## config.mk

```make
export PLATFORM = sky130hd
export DESIGN_NAME = gpm_port_regs
export DESIGN_NICKNAME = d
export VERILOG_FILES = /design/src/gpm_pkg.sv /design/src/gpm_port_regs.sv
export SDC_FILE = /design/constraint.sdc
export NUM_CORES = 1
export LEC_CHECK = 0
export BUFFER_PORTS_ARGS = -buffer_cell sky130_fd_sc_hd__buf_2
export CAP_MARGIN = 20
export CORE_MARGIN = 4
export CORE_UTILIZATION = 30
export CTS_BUF_LIST = sky130_fd_sc_hd__clkbuf_4 sky130_fd_sc_hd__clkbuf_8 sky130_fd_sc_hd__clkbuf_16
export CTS_CLUSTER_DIAMETER = 200
export DETAILED_ROUTE_END_ITERATION = 6
export PLACE_DENSITY_LB_ADDON = 0.08
export SETUP_SLACK_MARGIN = 0.2
export SLEW_MARGIN = 20
export SYNTH_ARGS = -nofsm -noshare
export SYNTH_HDL_FRONTEND = slang
export SYNTH_SLANG_ARGS = --single-unit
```

## constraint.sdc

```tcl
create_clock -name clk_sys -period 5.23 [get_ports clk_sys]
set_input_delay 0.2615 -clock clk_sys [delete_from_list [all_inputs] [get_ports clk_sys]]
set_output_delay 0.2615 -clock clk_sys [all_outputs]
set_load 0.01 [all_outputs]
```

## src/gpm_pkg.sv

```systemverilog
package gpm_pkg;
    // port indices, B through G
    localparam int NUM_PORTS = 6;
    localparam int PORT_B = 0;
    localparam int PORT_C = 1;
    localparam int PORT_D = 2;
    localparam int PORT_E = 3;
    localparam int PORT_F = 4;
    localparam int PORT_G = 5;
    localparam int PORT_W = 8;

    // address views
    localparam logic [15:0] IO_MAX = 16'h003F;
    localparam logic [15:0] DS_IO_OFFSET = 16'h0020;
    localparam logic [15:0] EXT_BASE = 16'h0060;

    // short io addresses
    localparam logic [15:0] IO_PORT_F_PIN = 16'h0000;
    localparam logic [15:0] IO_PORT_E_PIN = 16'h0001;
    localparam logic [15:0] IO_PORT_E_DIR = 16'h0002;
    localparam logic [15:0] IO_PORT_E_OUT = 16'h0003;
    localparam logic [15:0] IO_PORT_D_PIN = 16'h0010;
    localparam logic [15:0] IO_PORT_D_DIR = 16'h0011;
    localparam logic [15:0] IO_PORT_D_OUT = 16'h0012;
    localparam logic [15:0] IO_PORT_C_PIN = 16'h0013;
    localparam logic [15:0] IO_PORT_C_DIR = 16'h0014;
    localparam logic [15:0] IO_PORT_C_OUT = 16'h0015;
    localparam logic [15:0] IO_PORT_B_PIN = 16'h0016;

    // extended area, data-space addresses only
    localparam logic [15:0] DS_PORT_F_DIR = 16'h0061;
    localparam logic [15:0] DS_PORT_F_OUT = 16'h0062;
    localparam logic [15:0] DS_PORT_G_PIN = 16'h0063;
    localparam logic [15:0] DS_PORT_G_DIR = 16'h0064;
    localparam logic [15:0] DS_PORT_G_OUT = 16'h0065;

    localparam logic [7:0] REG_RESET = 8'h00;
    localparam logic [7:0] READ_IDLE = 8'h00;
    localparam logic [7:0] ALL_ONES = 8'hFF;

    // implemented bits of output and direction, per port
    localparam logic [7:0] IMPL_MASK [0:NUM_PORTS-1] = '{8'h00, 8'hFF, 8'hFF, 8'hFF, 8'hFF, 8'h1F};
    // implemented bits of pin level, per port
    localparam logic [7:0] PIN_MASK [0:NUM_PORTS-1] = '{8'hFF, 8'hFF, 8'hFF, 8'hFF, 8'hFF, 8'h1F};

    typedef enum logic [1:0] {
        GPM_KIND_NONE,
        GPM_KIND_PIN,
        GPM_KIND_DIR,
        GPM_KIND_OUT
    } gpm_kind_t;
endpackage : gpm_pkg

```

## src/gpm_port_regs.sv

```systemverilog
`timescale 1ns/100ps

// Behaviour
// - io instructions decode only short addresses 0x00 to 0x3F.
// - data-space view places each port register at io address plus 0x20.
// - extended area from 0x60 reachable only by data-space accesses.
// - port B pin level, read-only, io 0x16, data 0x36.
// - port C output 0x15 and direction 0x14, read/write, reset zero.
// - legacy mode drives all port C pins push-pull from the output register, at zero during reset.
// - legacy port C drive holds without any clock edge.
// - legacy mode hides port F output and direction; port F input only.
// - port D output 0x12, direction 0x11, pin level 0x10.
// - port E output 0x03, direction 0x02, pin level 0x01, reset zero.
// - port F pin level at io 0x00, data 0x20, read-only.
// - port F output 0x62 and direction 0x61 only in extended area.
// - port G output 0x65 implements bits 4:0, reset zero.
// - port G direction 0x64 implements bits 4:0, reset zero.
// - global pull-up disable switches off every pull-up.
module gpm_port_regs
    import gpm_pkg::*;
#(
    parameter int PW = PORT_W
) (
    input wire logic clk_sys,
    input wire logic srst,
    input wire logic compat_mode,
    input wire logic global_pullup_disable,
    input wire logic [15:0] bus_addr,
    input wire logic bus_io_sel,
    input wire logic bus_rd,
    input wire logic bus_wr,
    input wire logic [7:0] bus_wdata,
    output logic [7:0] bus_rdata,
    output logic bus_hit,
    input wire logic [NUM_PORTS-1:0][PW-1:0] pin_in,
    output logic [NUM_PORTS-1:0][PW-1:0] pin_out,
    output logic [NUM_PORTS-1:0][PW-1:0] pin_oe,
    output logic [NUM_PORTS-1:0][PW-1:0] pin_pu
);

    // synchroniser stages; pin levels carry no reset since their reset value is undefined
    logic [NUM_PORTS-1:0][PW-1:0] pin_s1_q;
    logic [NUM_PORTS-1:0][PW-1:0] pin_s2_q;
    logic compat_s1_q;
    logic compat_s2_q;

    // register state and per-port write enables
    logic [NUM_PORTS-1:0][PW-1:0] out_q;
    logic [NUM_PORTS-1:0][PW-1:0] dir_q;
    logic [NUM_PORTS-1:0] wr_out_en;
    logic [NUM_PORTS-1:0] wr_dir_en;

    // address decode and legacy mode flags
    logic [15:0] ds_addr;
    logic addr_ok;
    logic io_ext;
    logic bus_req;
    logic legacy_c;
    logic legacy_f;
    gpm_kind_t kind;
    gpm_kind_t acc_kind;
    int unsigned port_sel;

    // pin control ahead of the legacy overrides
    logic [PW-1:0] pu_gate;
    logic [NUM_PORTS-1:0][PW-1:0] oe_norm;
    logic [NUM_PORTS-1:0][PW-1:0] drv_norm;
    logic [NUM_PORTS-1:0][PW-1:0] pu_norm;
    logic [NUM_PORTS-1:0][PW-1:0] pin_lvl;

    // read path
    logic [7:0] rdata_d;
    logic [7:0] rdata_q;
    logic hit_q;

    // two-flop pin synchroniser; only the second stage is read
    always_ff @(posedge clk_sys) begin
        pin_s1_q <= pin_in;
        pin_s2_q <= pin_s1_q;
    end

    // fuse synchroniser for decode and port F
    always_ff @(posedge clk_sys) begin
        compat_s1_q <= compat_mode;
        compat_s2_q <= compat_s1_q;
    end

    // fold both views onto the data-space address
    always_comb begin
        ds_addr = bus_addr;
        addr_ok = 1'b1;
        if (bus_io_sel) begin
            addr_ok = (bus_addr <= IO_MAX);
            ds_addr = bus_addr + DS_IO_OFFSET;
        end
    end

    // any strobe; a refused place still sees the request but never hits
    assign bus_req = bus_rd || bus_wr;

    // io view must never reach the extended area, whatever the range limit says
    assign io_ext = bus_io_sel && (ds_addr >= EXT_BASE);

    // port C takes the raw fuse so its drive needs no clock edge; a static fuse makes this safe
    assign legacy_c = compat_mode;
    assign legacy_f = compat_s2_q;

    // register decode; io view tops out at 0x5F so extended area is unreachable there
    always_comb begin
        kind = GPM_KIND_NONE;
        port_sel = PORT_B;
        case (ds_addr)
            IO_PORT_F_PIN + DS_IO_OFFSET: begin
                kind = GPM_KIND_PIN;
                port_sel = PORT_F;
            end
            IO_PORT_E_PIN + DS_IO_OFFSET: begin
                kind = GPM_KIND_PIN;
                port_sel = PORT_E;
            end
            IO_PORT_E_DIR + DS_IO_OFFSET: begin
                kind = GPM_KIND_DIR;
                port_sel = PORT_E;
            end
            IO_PORT_E_OUT + DS_IO_OFFSET: begin
                kind = GPM_KIND_OUT;
                port_sel = PORT_E;
            end
            IO_PORT_D_PIN + DS_IO_OFFSET: begin
                kind = GPM_KIND_PIN;
                port_sel = PORT_D;
            end
            IO_PORT_D_DIR + DS_IO_OFFSET: begin
                kind = GPM_KIND_DIR;
                port_sel = PORT_D;
            end
            IO_PORT_D_OUT + DS_IO_OFFSET: begin
                kind = GPM_KIND_OUT;
                port_sel = PORT_D;
            end
            IO_PORT_C_PIN + DS_IO_OFFSET: begin
                kind = GPM_KIND_PIN;
                port_sel = PORT_C;
            end
            IO_PORT_C_DIR + DS_IO_OFFSET: begin
                kind = GPM_KIND_DIR;
                port_sel = PORT_C;
            end
            IO_PORT_C_OUT + DS_IO_OFFSET: begin
                kind = GPM_KIND_OUT;
                port_sel = PORT_C;
            end
            IO_PORT_B_PIN + DS_IO_OFFSET: begin
                kind = GPM_KIND_PIN;
                port_sel = PORT_B;
            end
            DS_PORT_F_DIR: begin
                kind = GPM_KIND_DIR;
                port_sel = PORT_F;
            end
            DS_PORT_F_OUT: begin
                kind = GPM_KIND_OUT;
                port_sel = PORT_F;
            end
            DS_PORT_G_PIN: begin
                kind = GPM_KIND_PIN;
                port_sel = PORT_G;
            end
            DS_PORT_G_DIR: begin
                kind = GPM_KIND_DIR;
                port_sel = PORT_G;
            end
            DS_PORT_G_OUT: begin
                kind = GPM_KIND_OUT;
                port_sel = PORT_G;
            end
            default: begin
                kind = GPM_KIND_NONE;
                port_sel = PORT_B;
            end
        endcase
    end

    // refusal stage: out of range, extended area via io, legacy port F registers
    always_comb begin
        acc_kind = kind;
        if (!addr_ok) begin
            acc_kind = GPM_KIND_NONE;
        end
        if (io_ext) begin
            acc_kind = GPM_KIND_NONE;
        end
        // legacy mode: port F output and direction vanish from the map
        if (legacy_f && port_sel == PORT_F && kind != GPM_KIND_PIN) begin
            acc_kind = GPM_KIND_NONE;
        end
    end

    // per-port registers, pin control and masked pin levels
    assign pu_gate = {PW{~global_pullup_disable}};
    for (genvar p = 0; p < NUM_PORTS; p++) begin : g_port
        // plain per-port enables keep the register processes free of decode
        assign wr_out_en[p] = bus_wr && acc_kind == GPM_KIND_OUT && port_sel == p;
        assign wr_dir_en[p] = bus_wr && acc_kind == GPM_KIND_DIR && port_sel == p;

        // output data register; unimplemented bits never store
        always_ff @(posedge clk_sys) begin
            if (srst) begin
                out_q[p] <= REG_RESET[PW-1:0];
            end else if (wr_out_en[p]) begin
                out_q[p] <= bus_wdata[PW-1:0] & IMPL_MASK[p][PW-1:0];
            end
        end

        // direction register, same reset and masking
        always_ff @(posedge clk_sys) begin
            if (srst) begin
                dir_q[p] <= REG_RESET[PW-1:0];
            end else if (wr_dir_en[p]) begin
                dir_q[p] <= bus_wdata[PW-1:0] & IMPL_MASK[p][PW-1:0];
            end
        end

        // ordinary pin control; drive is masked so an input pin shows no stale value
        always_comb begin
            oe_norm[p] = dir_q[p];
            drv_norm[p] = out_q[p] & dir_q[p];
            pu_norm[p] = ~dir_q[p] & out_q[p] & pu_gate;
        end

        // pin level as read back, direction plays no part
        assign pin_lvl[p] = pin_s2_q[p] & PIN_MASK[p][PW-1:0];

        // legacy port C: raw fuse level and reset force zero drive with no clock needed
        if (p == PORT_C) begin : g_legacy_c
            always_comb begin
                if (legacy_c) begin
                    pin_oe[p] = ALL_ONES[PW-1:0];
                    pin_out[p] = srst ? REG_RESET[PW-1:0] : out_q[p];
                    pin_pu[p] = REG_RESET[PW-1:0];
                end else begin
                    pin_oe[p] = oe_norm[p];
                    pin_out[p] = drv_norm[p];
                    pin_pu[p] = pu_norm[p];
                end
            end
        end else if (p == PORT_F) begin : g_legacy_f
            // synced fuse is enough here, port F only hides its registers and turns its pins to input
            always_comb begin
                if (legacy_f) begin
                    pin_oe[p] = REG_RESET[PW-1:0];
                    pin_out[p] = REG_RESET[PW-1:0];
                    pin_pu[p] = REG_RESET[PW-1:0];
                end else begin
                    pin_oe[p] = oe_norm[p];
                    pin_out[p] = drv_norm[p];
                    pin_pu[p] = pu_norm[p];
                end
            end
        end else begin : g_plain
            always_comb begin
                pin_oe[p] = oe_norm[p];
                pin_out[p] = drv_norm[p];
                pin_pu[p] = pu_norm[p];
            end
        end
    end

    // read mux; unmapped or refused addresses read zero
    always_comb begin
        rdata_d = READ_IDLE;
        case (acc_kind)
            GPM_KIND_PIN: rdata_d = pin_lvl[port_sel];
            GPM_KIND_DIR: rdata_d = dir_q[port_sel];
            GPM_KIND_OUT: rdata_d = out_q[port_sel];
            default: rdata_d = READ_IDLE;
        endcase
    end

    // read data registered one cycle after the strobe, zero on idle cycles
    always_ff @(posedge clk_sys) begin
        if (srst) begin
            rdata_q <= READ_IDLE;
        end else if (bus_rd) begin
            rdata_q <= rdata_d;
        end else begin
            rdata_q <= READ_IDLE;
        end
    end

    // hit tells software a refused place apart from a register that reads zero
    always_ff @(posedge clk_sys) begin
        if (srst) begin
            hit_q <= 1'b0;
        end else begin
            hit_q <= bus_req && acc_kind != GPM_KIND_NONE;
        end
    end

    // registered answer straight to the ports
    assign bus_rdata = rdata_q;
    assign bus_hit = hit_q;

endmodule : gpm_port_regs

```

==> results of run 1 <==
==> cells in the final DEF, fill, tap and decap left out, types with 4 or more instances in the layout <==
cell type	instances
sky130_fd_sc_hd__a2111oi_0	4
sky130_fd_sc_hd__a211oi_1	5
sky130_fd_sc_hd__a21oi_1	30
sky130_fd_sc_hd__a221oi_1	4
sky130_fd_sc_hd__a22oi_1	9
sky130_fd_sc_hd__a31oi_1	4
sky130_fd_sc_hd__a32oi_1	4
sky130_fd_sc_hd__and2_1	33
sky130_fd_sc_hd__and3_1	14
sky130_fd_sc_hd__and4_1	4
sky130_fd_sc_hd__buf_2	195
sky130_fd_sc_hd__buf_4	10
sky130_fd_sc_hd__clkbuf_16	17
sky130_fd_sc_hd__clkinv_8	5
sky130_fd_sc_hd__conb_1	33
sky130_fd_sc_hd__dfxtp_1	175
sky130_fd_sc_hd__dlygate4sd3_1	45
sky130_fd_sc_hd__inv_1	4
sky130_fd_sc_hd__inv_6	5
sky130_fd_sc_hd__mux2_2	4
sky130_fd_sc_hd__mux2i_1	68
sky130_fd_sc_hd__mux4_2	4
sky130_fd_sc_hd__nand2_1	77
sky130_fd_sc_hd__nand2b_1	5
sky130_fd_sc_hd__nand3_1	29
sky130_fd_sc_hd__nand3_2	4
sky130_fd_sc_hd__nor2_1	80
sky130_fd_sc_hd__nor2b_1	12
sky130_fd_sc_hd__nor3_1	15
sky130_fd_sc_hd__nor3b_1	39
sky130_fd_sc_hd__o21ai_0	14
sky130_fd_sc_hd__or2_2	9
==> area by class of cell <==
cell class,instances,share of cell area
clock inverter,15,0.0216
multi-input combinational,562,0.370
clock buffer,17,0.0442
tap,324,0.0421
timing repair buffer,250,0.156
inverter,4,0.00156
sequential,175,0.364
==> logic make-up after synthesis <==
logic type | after synthesis
XOR/XNOR | 2
AO/OA/AOI/OAI | 108
adder cells (fa/ha/maj) | 1
buffers and inverters | 110
AND/OR/NAND/NOR | 342
other | 1
multiplexers | 76
flip-flops | 175
==> power by group through the flow <==
| stage | logic [W] | clock network (W) | registers, W |
|---|---|---|---|
| after detailed placement | 0.000139 | 0 | 0.00141 |
| after global routing | 0.000182 | 0.00140 | 0.00138 |
| after CTS | 0.000165 | 0.00135 | 0.00138 |
| final | 0.000165 | 0.00132 | 0.00138 |
| after global placement | 0.000139 | 0 | 0.00141 |
| after floorplan | 0.0000974 | 0 | 0.00141 |
==> metal layers <==
metal / global-route usage / up-vias / routed length, um
met5: 0 / - / 0
met4: 0.0434 / 0 / 344
met3: 0.0339 / 22 / 1040
met2: 0.291 / 209 / 11800
met1: 0.237 / 3019 / 11600
li1: - / 3158 / -
==> flip-flops by register name, indices dropped and copies added, names as in the netlist <==
register,cells
compat_s2_q,1
pin_s1_q,45
bus_rdata,8
compat_s1_q,1
out_q,37
dir_q,16
pin_oe,21
bus_hit,1
pin_lvl,45
==> worst max-delay path, cell delays in order <==
cell	delay, ns
sky130_fd_sc_hd__buf_2	0.14
sky130_fd_sc_hd__ha_1	0.34
sky130_fd_sc_hd__nor4b_1	0.36
sky130_fd_sc_hd__o21bai_2	0.22
sky130_fd_sc_hd__nand2_1	0.21
sky130_fd_sc_hd__a31o_2	0.45
sky130_fd_sc_hd__and2_1	0.75
sky130_fd_sc_hd__nor3_1	0.10
sky130_fd_sc_hd__a2111oi_0	0.47
sky130_fd_sc_hd__o2111ai_1	0.21
sky130_fd_sc_hd__o311ai_0	0.19
==> through the flow <==
step / power, W / setup WS, ns
2_1_floorplan: 0.00150 / 2.38
3_3_place_gp: 0.00155 / 1.39
3_5_place_dp: 0.00155 / 1.45
4_1_cts: 0.00289 / 1.88
5_1_grt: 0.00297 / 1.50
6_report: 0.00286 / 1.83
==> worst min path at each step <==
stage / start / to / cells after the start
finish: compat_mode / compat_s1_q / 1
CTS: compat_mode / compat_s1_q / 1
global placement: pin_s1_q[13] / pin_lvl[13] / 0
detailed placement: pin_s1_q[19] / pin_lvl[19] / 0
global route: compat_mode / compat_s1_q / 1
floorplan: compat_mode / compat_s1_q / 0
==> metrics list, run 1 <==
* I/O pin total: 232
* Synth Area in Compound Gates: 0.0996
* Critical R2R Launch: compat_s2_q
* Core box area: 24600 um^2
- Setup violations remaining at the end of the flow were counted as 0.
* Critical Path AT: 3.72 ns
- Post-Layout Cell Count: 1347
- Yosys attributes the largest share of cell area to sky130_fd_sc_hd__dfxtp_1, sky130_fd_sc_hd__mux2i_1, sky130_fd_sc_hd__buf_4.
* Number of antenna repair diodes: 0
- Static leakage power: 4.40 nW
* Die span in y: 167 um
* Critical path endpoint: bus_rdata[0]
- Number of clock sinks seen by CTS: 175
- In this run the post-CTS setup repair buffer count came out at 0.
- The share of the Yosys chip area taken by registers is 0.463.
- In the final timing run, aggregate negative setup slack is 0 ns.
* Worst slew pin tran: 0.994 ns
- Number of cells produced by synthesis: 815
- Total track usage: 0.176
* Flip-flop and latch area: 3500 um^2
* Synthesis-stage register bit count: 175
* Placed Instance Area: 8540 um^2
- Clock transition at the registers of the reported paths: 0.08 ns
* Number of nets in the layout: 1090
- Along the worst path, the maximum fanout reaches 18.
- Number of DRC violations after detailed-routing iteration 0: 314
- R2R setup slack: 2.93 ns
* Xor and xnor fraction of the mapped netlist area: 0.00231
- Area fraction in and, or, nand and nor cells after synthesis: 0.240
- After detailed routing, the average wire length per cell comes to 18.4 um.
* Proportion of netlist area held by the largest area contributor: 0.463
* Highest Clock Rate: 0.294 GHz
* Fraction of final layout cells with drive strength greater than 1: 0.266
- Area of the multi-input gates: 3560 um^2
* Library cell with the highest instance count after synthesis: sky130_fd_sc_hd__dfxtp_1
- The worst-case IR drop observed on VDD is 0.216 mV.
- Tracing the worst setup path back leads to its startpoint at bus_addr[5].
- By area, the combinational part of the netlist is dominated by simple AND/OR/NAND/NOR gates.
- Post-CTS resize count: 0
- Summed over all layers, the global routing overflow is 0.
- Post-synth top flop: sky130_fd_sc_hd__dfxtp_1
* CTS HTree Levels: 4
- Detailed placement ended at an HPWL of 17900 um.
- Starting density of the core: 0.308
- TritonCTS built the clock tree.
- Die width: 167 um
- Wire length of the first global-routing pass: 38100 um
- The critical path is of the input port to flip-flop type.
- The number of global-route vias before repair is 6413.
- The endpoint identified for the worst register-to-register timing path is pin_oe[44].
- The analysis attributes to net switching a power of 0.000727 W.
- In the synthesized netlist the async set-or-reset flop fraction comes to 0.
- The worst setup path is launched from an input port.
- The clock reaches the later pin of the worst-skew pair after 0.43 ns.
- Largest clock skew in the final design: 0.00882 ns
- Mux contribution to synthesized area: 0.108
- A synthesized cell averages 9.29 um^2.
- # fillers: 2508
- For the worst flop-to-flop path, the logic depth is 6.
- TritonCTS created 17 clock buffers.
* Synth top cells by count: sky130_fd_sc_hd__dfxtp_1, sky130_fd_sc_hd__nor2_1, sky130_fd_sc_hd__nand2_1, sky130_fd_sc_hd__mux2i_1, sky130_fd_sc_hd__buf_4
- Final standard cell area without fillers: 9620 um^2
* Worst hold margin: 0.0531 ns
- Of the total synthesized cell area, the portion taken by full adders, half adders and majority gates is 0.00165.
* PwrDens: 298 nW/um^2
- At the end of the flow the core is filled with cells to 0.391.
- Result of the run: completed
- Number of distinct library cells after synthesis: 64
- Summed over all instances, the cell type with the most area after synthesis is sky130_fd_sc_hd__dfxtp_1.
* Type of destination of the critical path: flip-flop
* Max cap viols: 0
* Layout area overhead: 27.0%
- Counting tap cells, the placed design contains a total of 1270 instances.
- Path type of the worst min-delay path: input port to flip-flop
- Gpl congestion: 0.795
- Row count: 57
- Entering global routing, the biggest net connects 63 pins.
* RSZ-0062 raised after global routing: no
- Buffers placed on the I/O ports in this run total 195.
- Drc violations: 0
- Share of total power in sequential cells: 0.481
- Die area: 27900 um^2
* Final Cycle Share: 0.651
- Antenna violations before repair: 0
- Measured against its own limit, the worst slew margin works out to 0.333.
- The share of total power dissipated in the clock network is 0.461.
- Subtracting the final worst setup slack from the clock period gives 3.40 ns.
* Required @ worst endpoint: 5.54 ns
* Switch share: 0.254
* Fin. Hold Viols: 0
* Final-report max-slew violation count: 0
- During synthesis, Yosys emitted a total of 0 warnings.
- Yosys mapped a number of flops with a built-in enable equal to 0.
- Of the total power, combinational logic draws 0.058.
* Routed vias: 6408
* Buffer type at the clock tree root: sky130_fd_sc_hd__clkbuf_16
- The number of hold buffers added after CTS was 45.
- Vias/cell: 4.76
* Antenna viol nets, final: 0
- The final layout contains routed wiring with a total length of 24800 um.
- Clock Tree Buf Depth: 2
- Post-synthesis instance area: 7570 um^2
* Number of detailed-route iterations in the first pass: 5
- Design internal power: 0.00214 W
(Power assumes the default switching activity.)
==> run 2: changes to the inputs <==
==> constraint.sdc (replaced) <==
create_clock -name clk_sys -period 3.43 [get_ports clk_sys]
set_input_delay 0.1715 -clock clk_sys [delete_from_list [all_inputs] [get_ports clk_sys]]
set_output_delay 0.1715 -clock clk_sys [all_outputs]
set_load 0.01 [all_outputs]
==> metrics list, run 2 (same netlist as run 1, synthesis figures left out) <==
* Startpoint of the worst setup timing path: bus_addr[5]
- Post-Route WL: 25000 um (+0.49%)
- Final Cycle Share: 0.831
* Row count: 57 (unchanged)
* Gpl congestion: 0.833 (+4.7%)
- The internal reg-to-reg setup slack came to 1.46 ns (-1.47 ns).
- Commonest cells after routing, fill and taps aside: sky130_fd_sc_hd__buf_2, sky130_fd_sc_hd__dfxtp_1, sky130_fd_sc_hd__nor2_1, sky130_fd_sc_hd__nand2_1, sky130_fd_sc_hd__mux2i_1
* Worst hold margin: 0.0812 ns (+0.0280 ns)
- Critical R2R Launch: compat_s2_q
- I/O pin total: 232 (unchanged)
- The worst setup path is captured at a flip-flop.
* Static leakage power: 4.57 nW (+3.9%)
- Number of antenna repair diodes: 0 (unchanged)
* Commonest non-fill, non-tap cell in the layout: sky130_fd_sc_hd__buf_2
- Starting density of the core: 0.308 (unchanged)
* Die width: 167 um (unchanged)
- The required arrival time at the worst endpoint was 3.77 ns (-1.77 ns).
- Critical Path AT: 3.19 ns (-0.53 ns)
- Number of nets in the layout: 1125 (+3.2%)
- The per-cell via count in the routed design is 4.68 (-1.5%).
- Layout area overhead: 30.5%
- Largest clock skew in the final design: 0.00770 ns (-0.00111 ns)
- Static timing analysis puts the maximum clock frequency at 0.351 GHz.
- The number of iterations in the first detailed-routing pass is 4 (-1).
- Antenna violations before repair: 1 (+1)
- The detailed-route wire length per cell was 18.1 um (-2.1%).
* Number of clock sinks seen by CTS: 175 (unchanged)
- Post-layout utilization of the core: 0.402 (+0.0106)
- Highest ir drop seen on vdd: 0.302 mV (+40%)
- PwrDens: 435 nW/um^2 (+46%)
* Final setup fails: 0 (unchanged)
* Wire length of the first global-routing pass: 38000 um (-0.20%)
* Startpoint class of the critical path: input port
- Post-CTS resize count: 0 (unchanged)
* Core box area: 24600 um^2 (unchanged)
- The number of buffers created by CTS came to 17 (unchanged).
- Via count of the first global-routing pass: 6429 (+0.25%)
- Worst-skew pair later-pin latency: 0.43 ns (about the same)
- The combined global-route utilization of all metal layers was 0.176 (about the same).
- CTS HTree Levels: 4 (unchanged)
* Final-report max-slew violation count: 0 (unchanged)
* Slowest cell delay on critical path: 0.77 ns (+0.02 ns)
* Startpoint of the lowest-slack hold path: bus_wdata[6]
* Hold bufs inserted after CTS: 46 (+2.2%)
* Tmin final: 2.85 ns
* Antenna viol nets, final: 0 (unchanged)
- The critical path in this run is classified as input port to flip-flop.
- The critical-path maximum fanout came to 8 (-10).
- The final-report hold violation count came to 0 (unchanged).
- The slowest stage of the critical path belongs to the cell sky130_fd_sc_hd__nor4_2.
- The number of violations reported at the end of detailed-routing iteration 0 is 321 (+2.2%).
- Buffer type at the clock tree root: sky130_fd_sc_hd__clkbuf_16
- Dpl hpwl: 18800 um (+5.0%)
- Routed vias: 6473 (+1.0%)
* Setup_tns: 0 ns (unchanged)
- Die span in y: 167 um (unchanged)
- Input/output buffers: 195 (unchanged)
- The run finished with clean final reports.
- Setup repair after global routing left no endpoint under its margin.
- Relative slew margins: 0.435 (+0.102)
- Fraction of final layout cells with drive strength greater than 1: 0.289 (+0.0233)
- Max cap viols: 0 (unchanged)
* Clock Tree Buf Depth: 2 (unchanged)
* Drc violations: 0 (unchanged)
* Clock tree from TritonCTS: yes
- The number of setup buffers added after CTS came to 0 (unchanged).
* Clock transition at the registers of the reported paths: 0.07 ns (about the same)
- List of cells traversed by the critical path: buf_2, ha_1, nor4b_1, o21bai_2, a221oi_1, a31oi_1, and2_1, nor4_2, buf_4, nand3_1, a21oi_1
- The die footprint came to 27900 um^2 (unchanged).
* Global route total overflow: 0 (unchanged)
* Pin count of the biggest net entering global routing: 77 (+22%)
- The slew at the pin closest to its max-slew limit was 0.841 ns (-0.153 ns).
- The worst hold path belongs to the class input port to flip-flop.
[run 2: metal layers]
metal,vias up,wire (um),GRT usage,share of wire
met3,22,1280,0.0356,0.051
met1,3028,11300,0.229,0.45
met2,199,11900,0.296,0.48
met5,-,0,0,0
met4,0,408,0.0494,0.016
li1,3224,-,-,-
[run 2: power breakdown]
part	internal, W	switching, W	total, W
registers	0.00209	0.0000140	0.00210
logic	0.000108	0.000150	0.000258
clock network	0.000992	0.000948	0.00194
[run 2: worst max-delay path, delay by kind of cell]
| kind | cells | cell delay, ns |
|---|---|---|
| simple gates | 4 | 1.44 |
| compound gates | 4 | 0.80 |
| buf+inv | 2 | 0.44 |
| fa+ha+maj | 1 | 0.34 |
[run 2: per-stage QoR]
step | instances | area (um^2) | power, W | setup slack, ns
after floorplan | 847 | 7690 | 0.00229 | 0.665
after global placement | 1304 | 8810 | 0.00237 | 0.217
after detailed placement | 1304 | 8810 | 0.00237 | 0.159
after CTS | 1382 | 9880 | 0.00436 | 0.603
after global routing | 1382 | 9880 | 0.00446 | 0.336
final | 1382 | 9880 | 0.00430 | 0.581
[run 2: final timing paths]
kind | end | cells past startpoint
worst max-delay path | out_q[12] | 11
worst min-delay path | out_q[14] | 3
worst max register to register | out_q[12] | 5
worst min register to register | pin_lvl[26] | 0
[run 2: cell type report]
cell class / count / area (um^2)
Timing Repair Buffer: 285 / 1790
Fill cell: 2495 / 14700
Tap cell: 324 / 405
Clock buffer: 17 / 425
Sequential cell: 175 / 3500
Clock inverter: 15 / 188
Multi-Input combinational cell: 562 / 3550
Inverter: 4 / 15.0
==> run 3: changes to the inputs <==
--- a/config.mk
+++ b/config.mk
@@ -5,6 +5,7 @@
 export SDC_FILE = /design/constraint.sdc
 export NUM_CORES = 1
 export LEC_CHECK = 0
+export ABC_AREA = 1
 export BUFFER_PORTS_ARGS = -buffer_cell sky130_fd_sc_hd__buf_2
 export CAP_MARGIN = 20
 export CORE_MARGIN = 4
==> constraint.sdc (replaced) <==
create_clock -name clk_sys -period 2.45 [get_ports clk_sys]
set_input_delay 0.1225 -clock clk_sys [delete_from_list [all_inputs] [get_ports clk_sys]]
set_output_delay 0.1225 -clock clk_sys [all_outputs]
set_load 0.01 [all_outputs]
==> metrics list, run 3 <==
- The headroom to the max-slew limit was 0.518 (+0.0835).
- The flip-flop and latch count after synthesis is 175 (unchanged).
- Gpl congestion: 0.881 (+5.8%)
- The critical-path maximum fanout was 8 (unchanged).
* Proportion of netlist area held by the largest area contributor: 0.401 (-0.0614)
- The simple-gate share of the synthesized area was 0.370 (+0.130).
* Clock tree from TritonCTS: yes
* Drc violations: 0 (unchanged)
* Post-layout utilization of the core: 0.435 (+0.0337)
- The number of rows created at floorplan was 62 (+8.8%).
* Main area contributors after synthesis: sky130_fd_sc_hd__dfxtp_1, sky130_fd_sc_hd__nand2_1, sky130_fd_sc_hd__nand4_1
- Routed vias: 9264 (+43%)
- The final clock skew came to 0.0128 ns (+0.00509 ns).
* Count of synthesis-stage warnings from yosys: 0 (unchanged)
- The final-report hold violation count is 0 (unchanged).
- Post-synth ARST share: 0 (unchanged)
- Clock Tree Buf Depth: 2 (unchanged)
- Commonest cells after routing, fill and taps aside: sky130_fd_sc_hd__nand2_1, sky130_fd_sc_hd__buf_2, sky130_fd_sc_hd__dfxtp_1, sky130_fd_sc_hd__inv_1, sky130_fd_sc_hd__buf_4
* Wire length of the first global-routing pass: 50900 um (+34%)
- Number of distinct library cells after synthesis: 44 (-31%)
- Result of the run: completed
- Path type of the worst min-delay path: input port to flip-flop
* Combinational share of power: 0.078 (+0.018)
- The clock transition at the register clock pins on the worst setup and hold paths after CTS is 0.07 ns (about the same).
- Switching pwr: 0.00175 W (+57%)
- Tmin final: 2.15 ns
- Share of total power in the clock network: 0.453 (+0.002)
- Post-synthesis instance area: 8730 um^2 (+15%)
* Mux contribution to synthesized area: 0 (-0.108)
* Number of nets in the layout: 1646 (+46%)
* Library cell with the largest summed area after synthesis: sky130_fd_sc_hd__dfxtp_1
- Total track usage: 0.208 (+0.0327)
* Number of detailed-route iterations in the first pass: 5 (+1)
- Number of clock sinks seen by CTS: 175 (unchanged)
- Global route total overflow: 0 (unchanged)
* Worst-skew pair later-pin latency: 0.44 ns (about the same)
* Final setup fails: 0 (unchanged)
- Average cell area after synthesis: 7.07 um^2 (-24%)
- The proportion of layout cells with a drive suffix above 1 was 0.324 (+0.0350).
* Design internal power: 0.00453 W (+42%)
* Commonest non-fill, non-tap cell in the layout: sky130_fd_sc_hd__nand2_1
- The initial antenna violation count was 0 (-1).
* Share of total power in sequential cells: 0.469 (-0.020)
- The per-cell via count in the routed design came to 4.72 (+0.76%).
- Number of synthesized flops with an enable pin: 0 (unchanged)
- The number of violations reported at the end of detailed-routing iteration 0 was 525 (+64%).
- The worst setup path is of the input port to flip-flop kind.
- Post-synthesis adder-cell area fraction: 0.00143 (-0.000219)
- Die span in y: 179 um (+7.0%)
* Library cell with the highest instance count after synthesis: sky130_fd_sc_hd__nand2_1
- The portion of the post-synthesis area used by sequential elements came to 0.401 (-0.0614).
* Final-report max-slew violation count: 0 (unchanged)
* Highest ir drop seen on vdd: 0.438 mV (+45%)
- The detailed-route wire length per cell was 17.6 um (-2.8%).
- Placed Instance Area: 10600 um^2 (+21%)
* Number of clock buffers inserted by TritonCTS: 17 (unchanged)
* Highest Clock Rate: 0.464 GHz
* Post-synth top flop: sky130_fd_sc_hd__dfxtp_1
* Synth Area in Compound Gates: 0.0799 (-0.0197)
- The starting utilization of the core area was 0.304 (-0.00358).
- The deepest level of the CTS H-tree is 4 (unchanged).
- The total non-filler cell area in the finished layout was 12500 um^2 (+26%).
- The required arrival time at the worst endpoint came to 2.76 ns (-1.01 ns).
* Via count of the first global-routing pass: 8801 (+37%)
- Pin count of the biggest net entering global routing: 40 (-48%)
- Max cap viols: 0 (unchanged)
* Input/output buffers: 195 (unchanged)
- Buffer type at the clock tree root: sky130_fd_sc_hd__clkbuf_16
* Layout area overhead: 43.1%
- The total inserted antenna cells was 0 (unchanged).
- RSZ-0062 raised after global routing: yes
- Number of cells produced by synthesis: 1235 (+52%)
- Critical Path AT: 2.46 ns (-0.73 ns)
* Switch share: 0.279 (+0.0200)
- Synth top cells by count: sky130_fd_sc_hd__nand2_1, sky130_fd_sc_hd__dfxtp_1, sky130_fd_sc_hd__inv_1, sky130_fd_sc_hd__nand3_1, sky130_fd_sc_hd__nand4_1
* Worst slew pin tran: 0.722 ns (-0.118 ns)
* Core box area: 28700 um^2 (+17%)
- Final Total Pwr: 0.00628 W (+46%)
- Xor and xnor fraction of the mapped netlist area: 0 (-0.00231)
- Final Cycle Share: 0.879
- Startpoint class of the critical path: input port
- Die width: 179 um (+7.0%)
- The die footprint was 31900 um^2 (+15%).
- Antenna viol nets, final: 0 (unchanged)
* Combinational family with the most area after synthesis: simple AND/OR/NAND/NOR gates
- The half-perimeter wire length after detailed placement was 25800 um (+38%).
- Type of destination of the critical path: flip-flop
- Static leakage power: 5.86 nW (+28%)
* I/O pin total: 232 (unchanged)
- The aggregate routed wire length was 34500 um (+38%).
- The power per cell area was 502 nW/um^2 (+15%).
==> run 3: cell types whose count changed after synthesis, moves of 11 or more <==
cell,delta
sky130_fd_sc_hd__nand4_1,+93
sky130_fd_sc_hd__mux2i_1,-68
sky130_fd_sc_hd__and2_1,-33
sky130_fd_sc_hd__a21oi_1,+55
sky130_fd_sc_hd__nand2_1,+216
sky130_fd_sc_hd__nor2_1,-11
sky130_fd_sc_hd__and3_1,-14
sky130_fd_sc_hd__nand3_1,+68
sky130_fd_sc_hd__nor3_1,+37
sky130_fd_sc_hd__nor2b_1,-11
sky130_fd_sc_hd__nor3b_1,-30
sky130_fd_sc_hd__o21ai_1,+11
sky130_fd_sc_hd__inv_1,+126
==> run 3: kinds of logic (layout without fill, tap and decap cells) <==
family / count (synthesis) / in the layout
and+or+nand+nor: 672 / 672
buffers and inverters: 259 / 571
DFF: 175 / 175
AOI/OAI and AO/OA: 127 / 127
adders and majority gates: 1 / 1
other: 1 / 33
==> run 3: routing by layer <==
layer,GRT usage,wire length (um)
met5,0,0
met4,0.0614,784
met3,0.0288,1750
met2,0.345,16100
met1,0.283,15800
==> run 3: critical path, stage by stage <==
cell and delay (ns):
sky130_fd_sc_hd__buf_6 0.10, sky130_fd_sc_hd__buf_4 0.13, sky130_fd_sc_hd__nand2_1 0.10, sky130_fd_sc_hd__nor2_4 0.04, sky130_fd_sc_hd__o21bai_1 0.14, sky130_fd_sc_hd__nand2_2 0.09, sky130_fd_sc_hd__nor2_4 0.24, sky130_fd_sc_hd__clkbuf_16 0.23
sky130_fd_sc_hd__o21ai_4 0.06, sky130_fd_sc_hd__and3_4 0.20, sky130_fd_sc_hd__a21oi_4 0.14, sky130_fd_sc_hd__nand3_4 0.12, sky130_fd_sc_hd__nor2_4 0.18, sky130_fd_sc_hd__buf_8 0.17, sky130_fd_sc_hd__nand3_2 0.07, sky130_fd_sc_hd__buf_6 0.18
sky130_fd_sc_hd__nand2_2 0.06, sky130_fd_sc_hd__a21oi_1 0.06
==> run 3: repair_timing <==
action                                 4_1_cts  5_1_grt
endpoints found under the hold margin       47        0
pin swaps                                    0       26
resized for setup                           14      124
setup endpoints to repair                   10       83
buffers inserted                             0       17
hold buffers                                47        0
gates cloned                                 0        6
==> run 3: final cells by class <==
cell class,instances,area (um^2)
clock buffer,17,425
clock inverter,15,204
fill,2979,16200
inverter,141,544
multi-input combinational,833,4480
sequential,175,3500
tap,384,480
timing repair buffer,398,2860
==> run 3: worst paths after layout <==
kind	start	end	slack [ns]	cells after the start
setup reg to reg	compat_s2_q	bus_rdata[5]	0.89	8
hold reg to reg	pin_s1_q[21]	pin_lvl[21]	0.33	0
setup / recovery	bus_addr[6]	out_q[27]	0.30	18
hold / removal	srst	pin_oe[43]	0.04	2
==> run 3: power by group through the flow <==
stage	registers, W	clock network [W]	logic, W
6_report	0.00294	0.00284	0.000491
5_1_grt	0.00295	0.00300	0.000535
4_1_cts	0.00294	0.00290	0.000448
3_5_place_dp	0.00301	0	0.000389
3_3_place_gp	0.00301	0	0.000389
2_1_floorplan	0.00300	0	0.000251
==> run 3: metrics by stage <==
stage	setup slack, ns	TNS [ns]	std cells	hold WS [ns]
after floorplan	0.225	0	1267	0.150
after global routing	0.123	0	1963	0.0487
final	0.297	0	1963	0.0366
after CTS	0.175	0	1940	0.0321
after global placement	-0.404	-19.48	1861	0.224
after detailed placement	-0.424	-18.66	1861	0.226
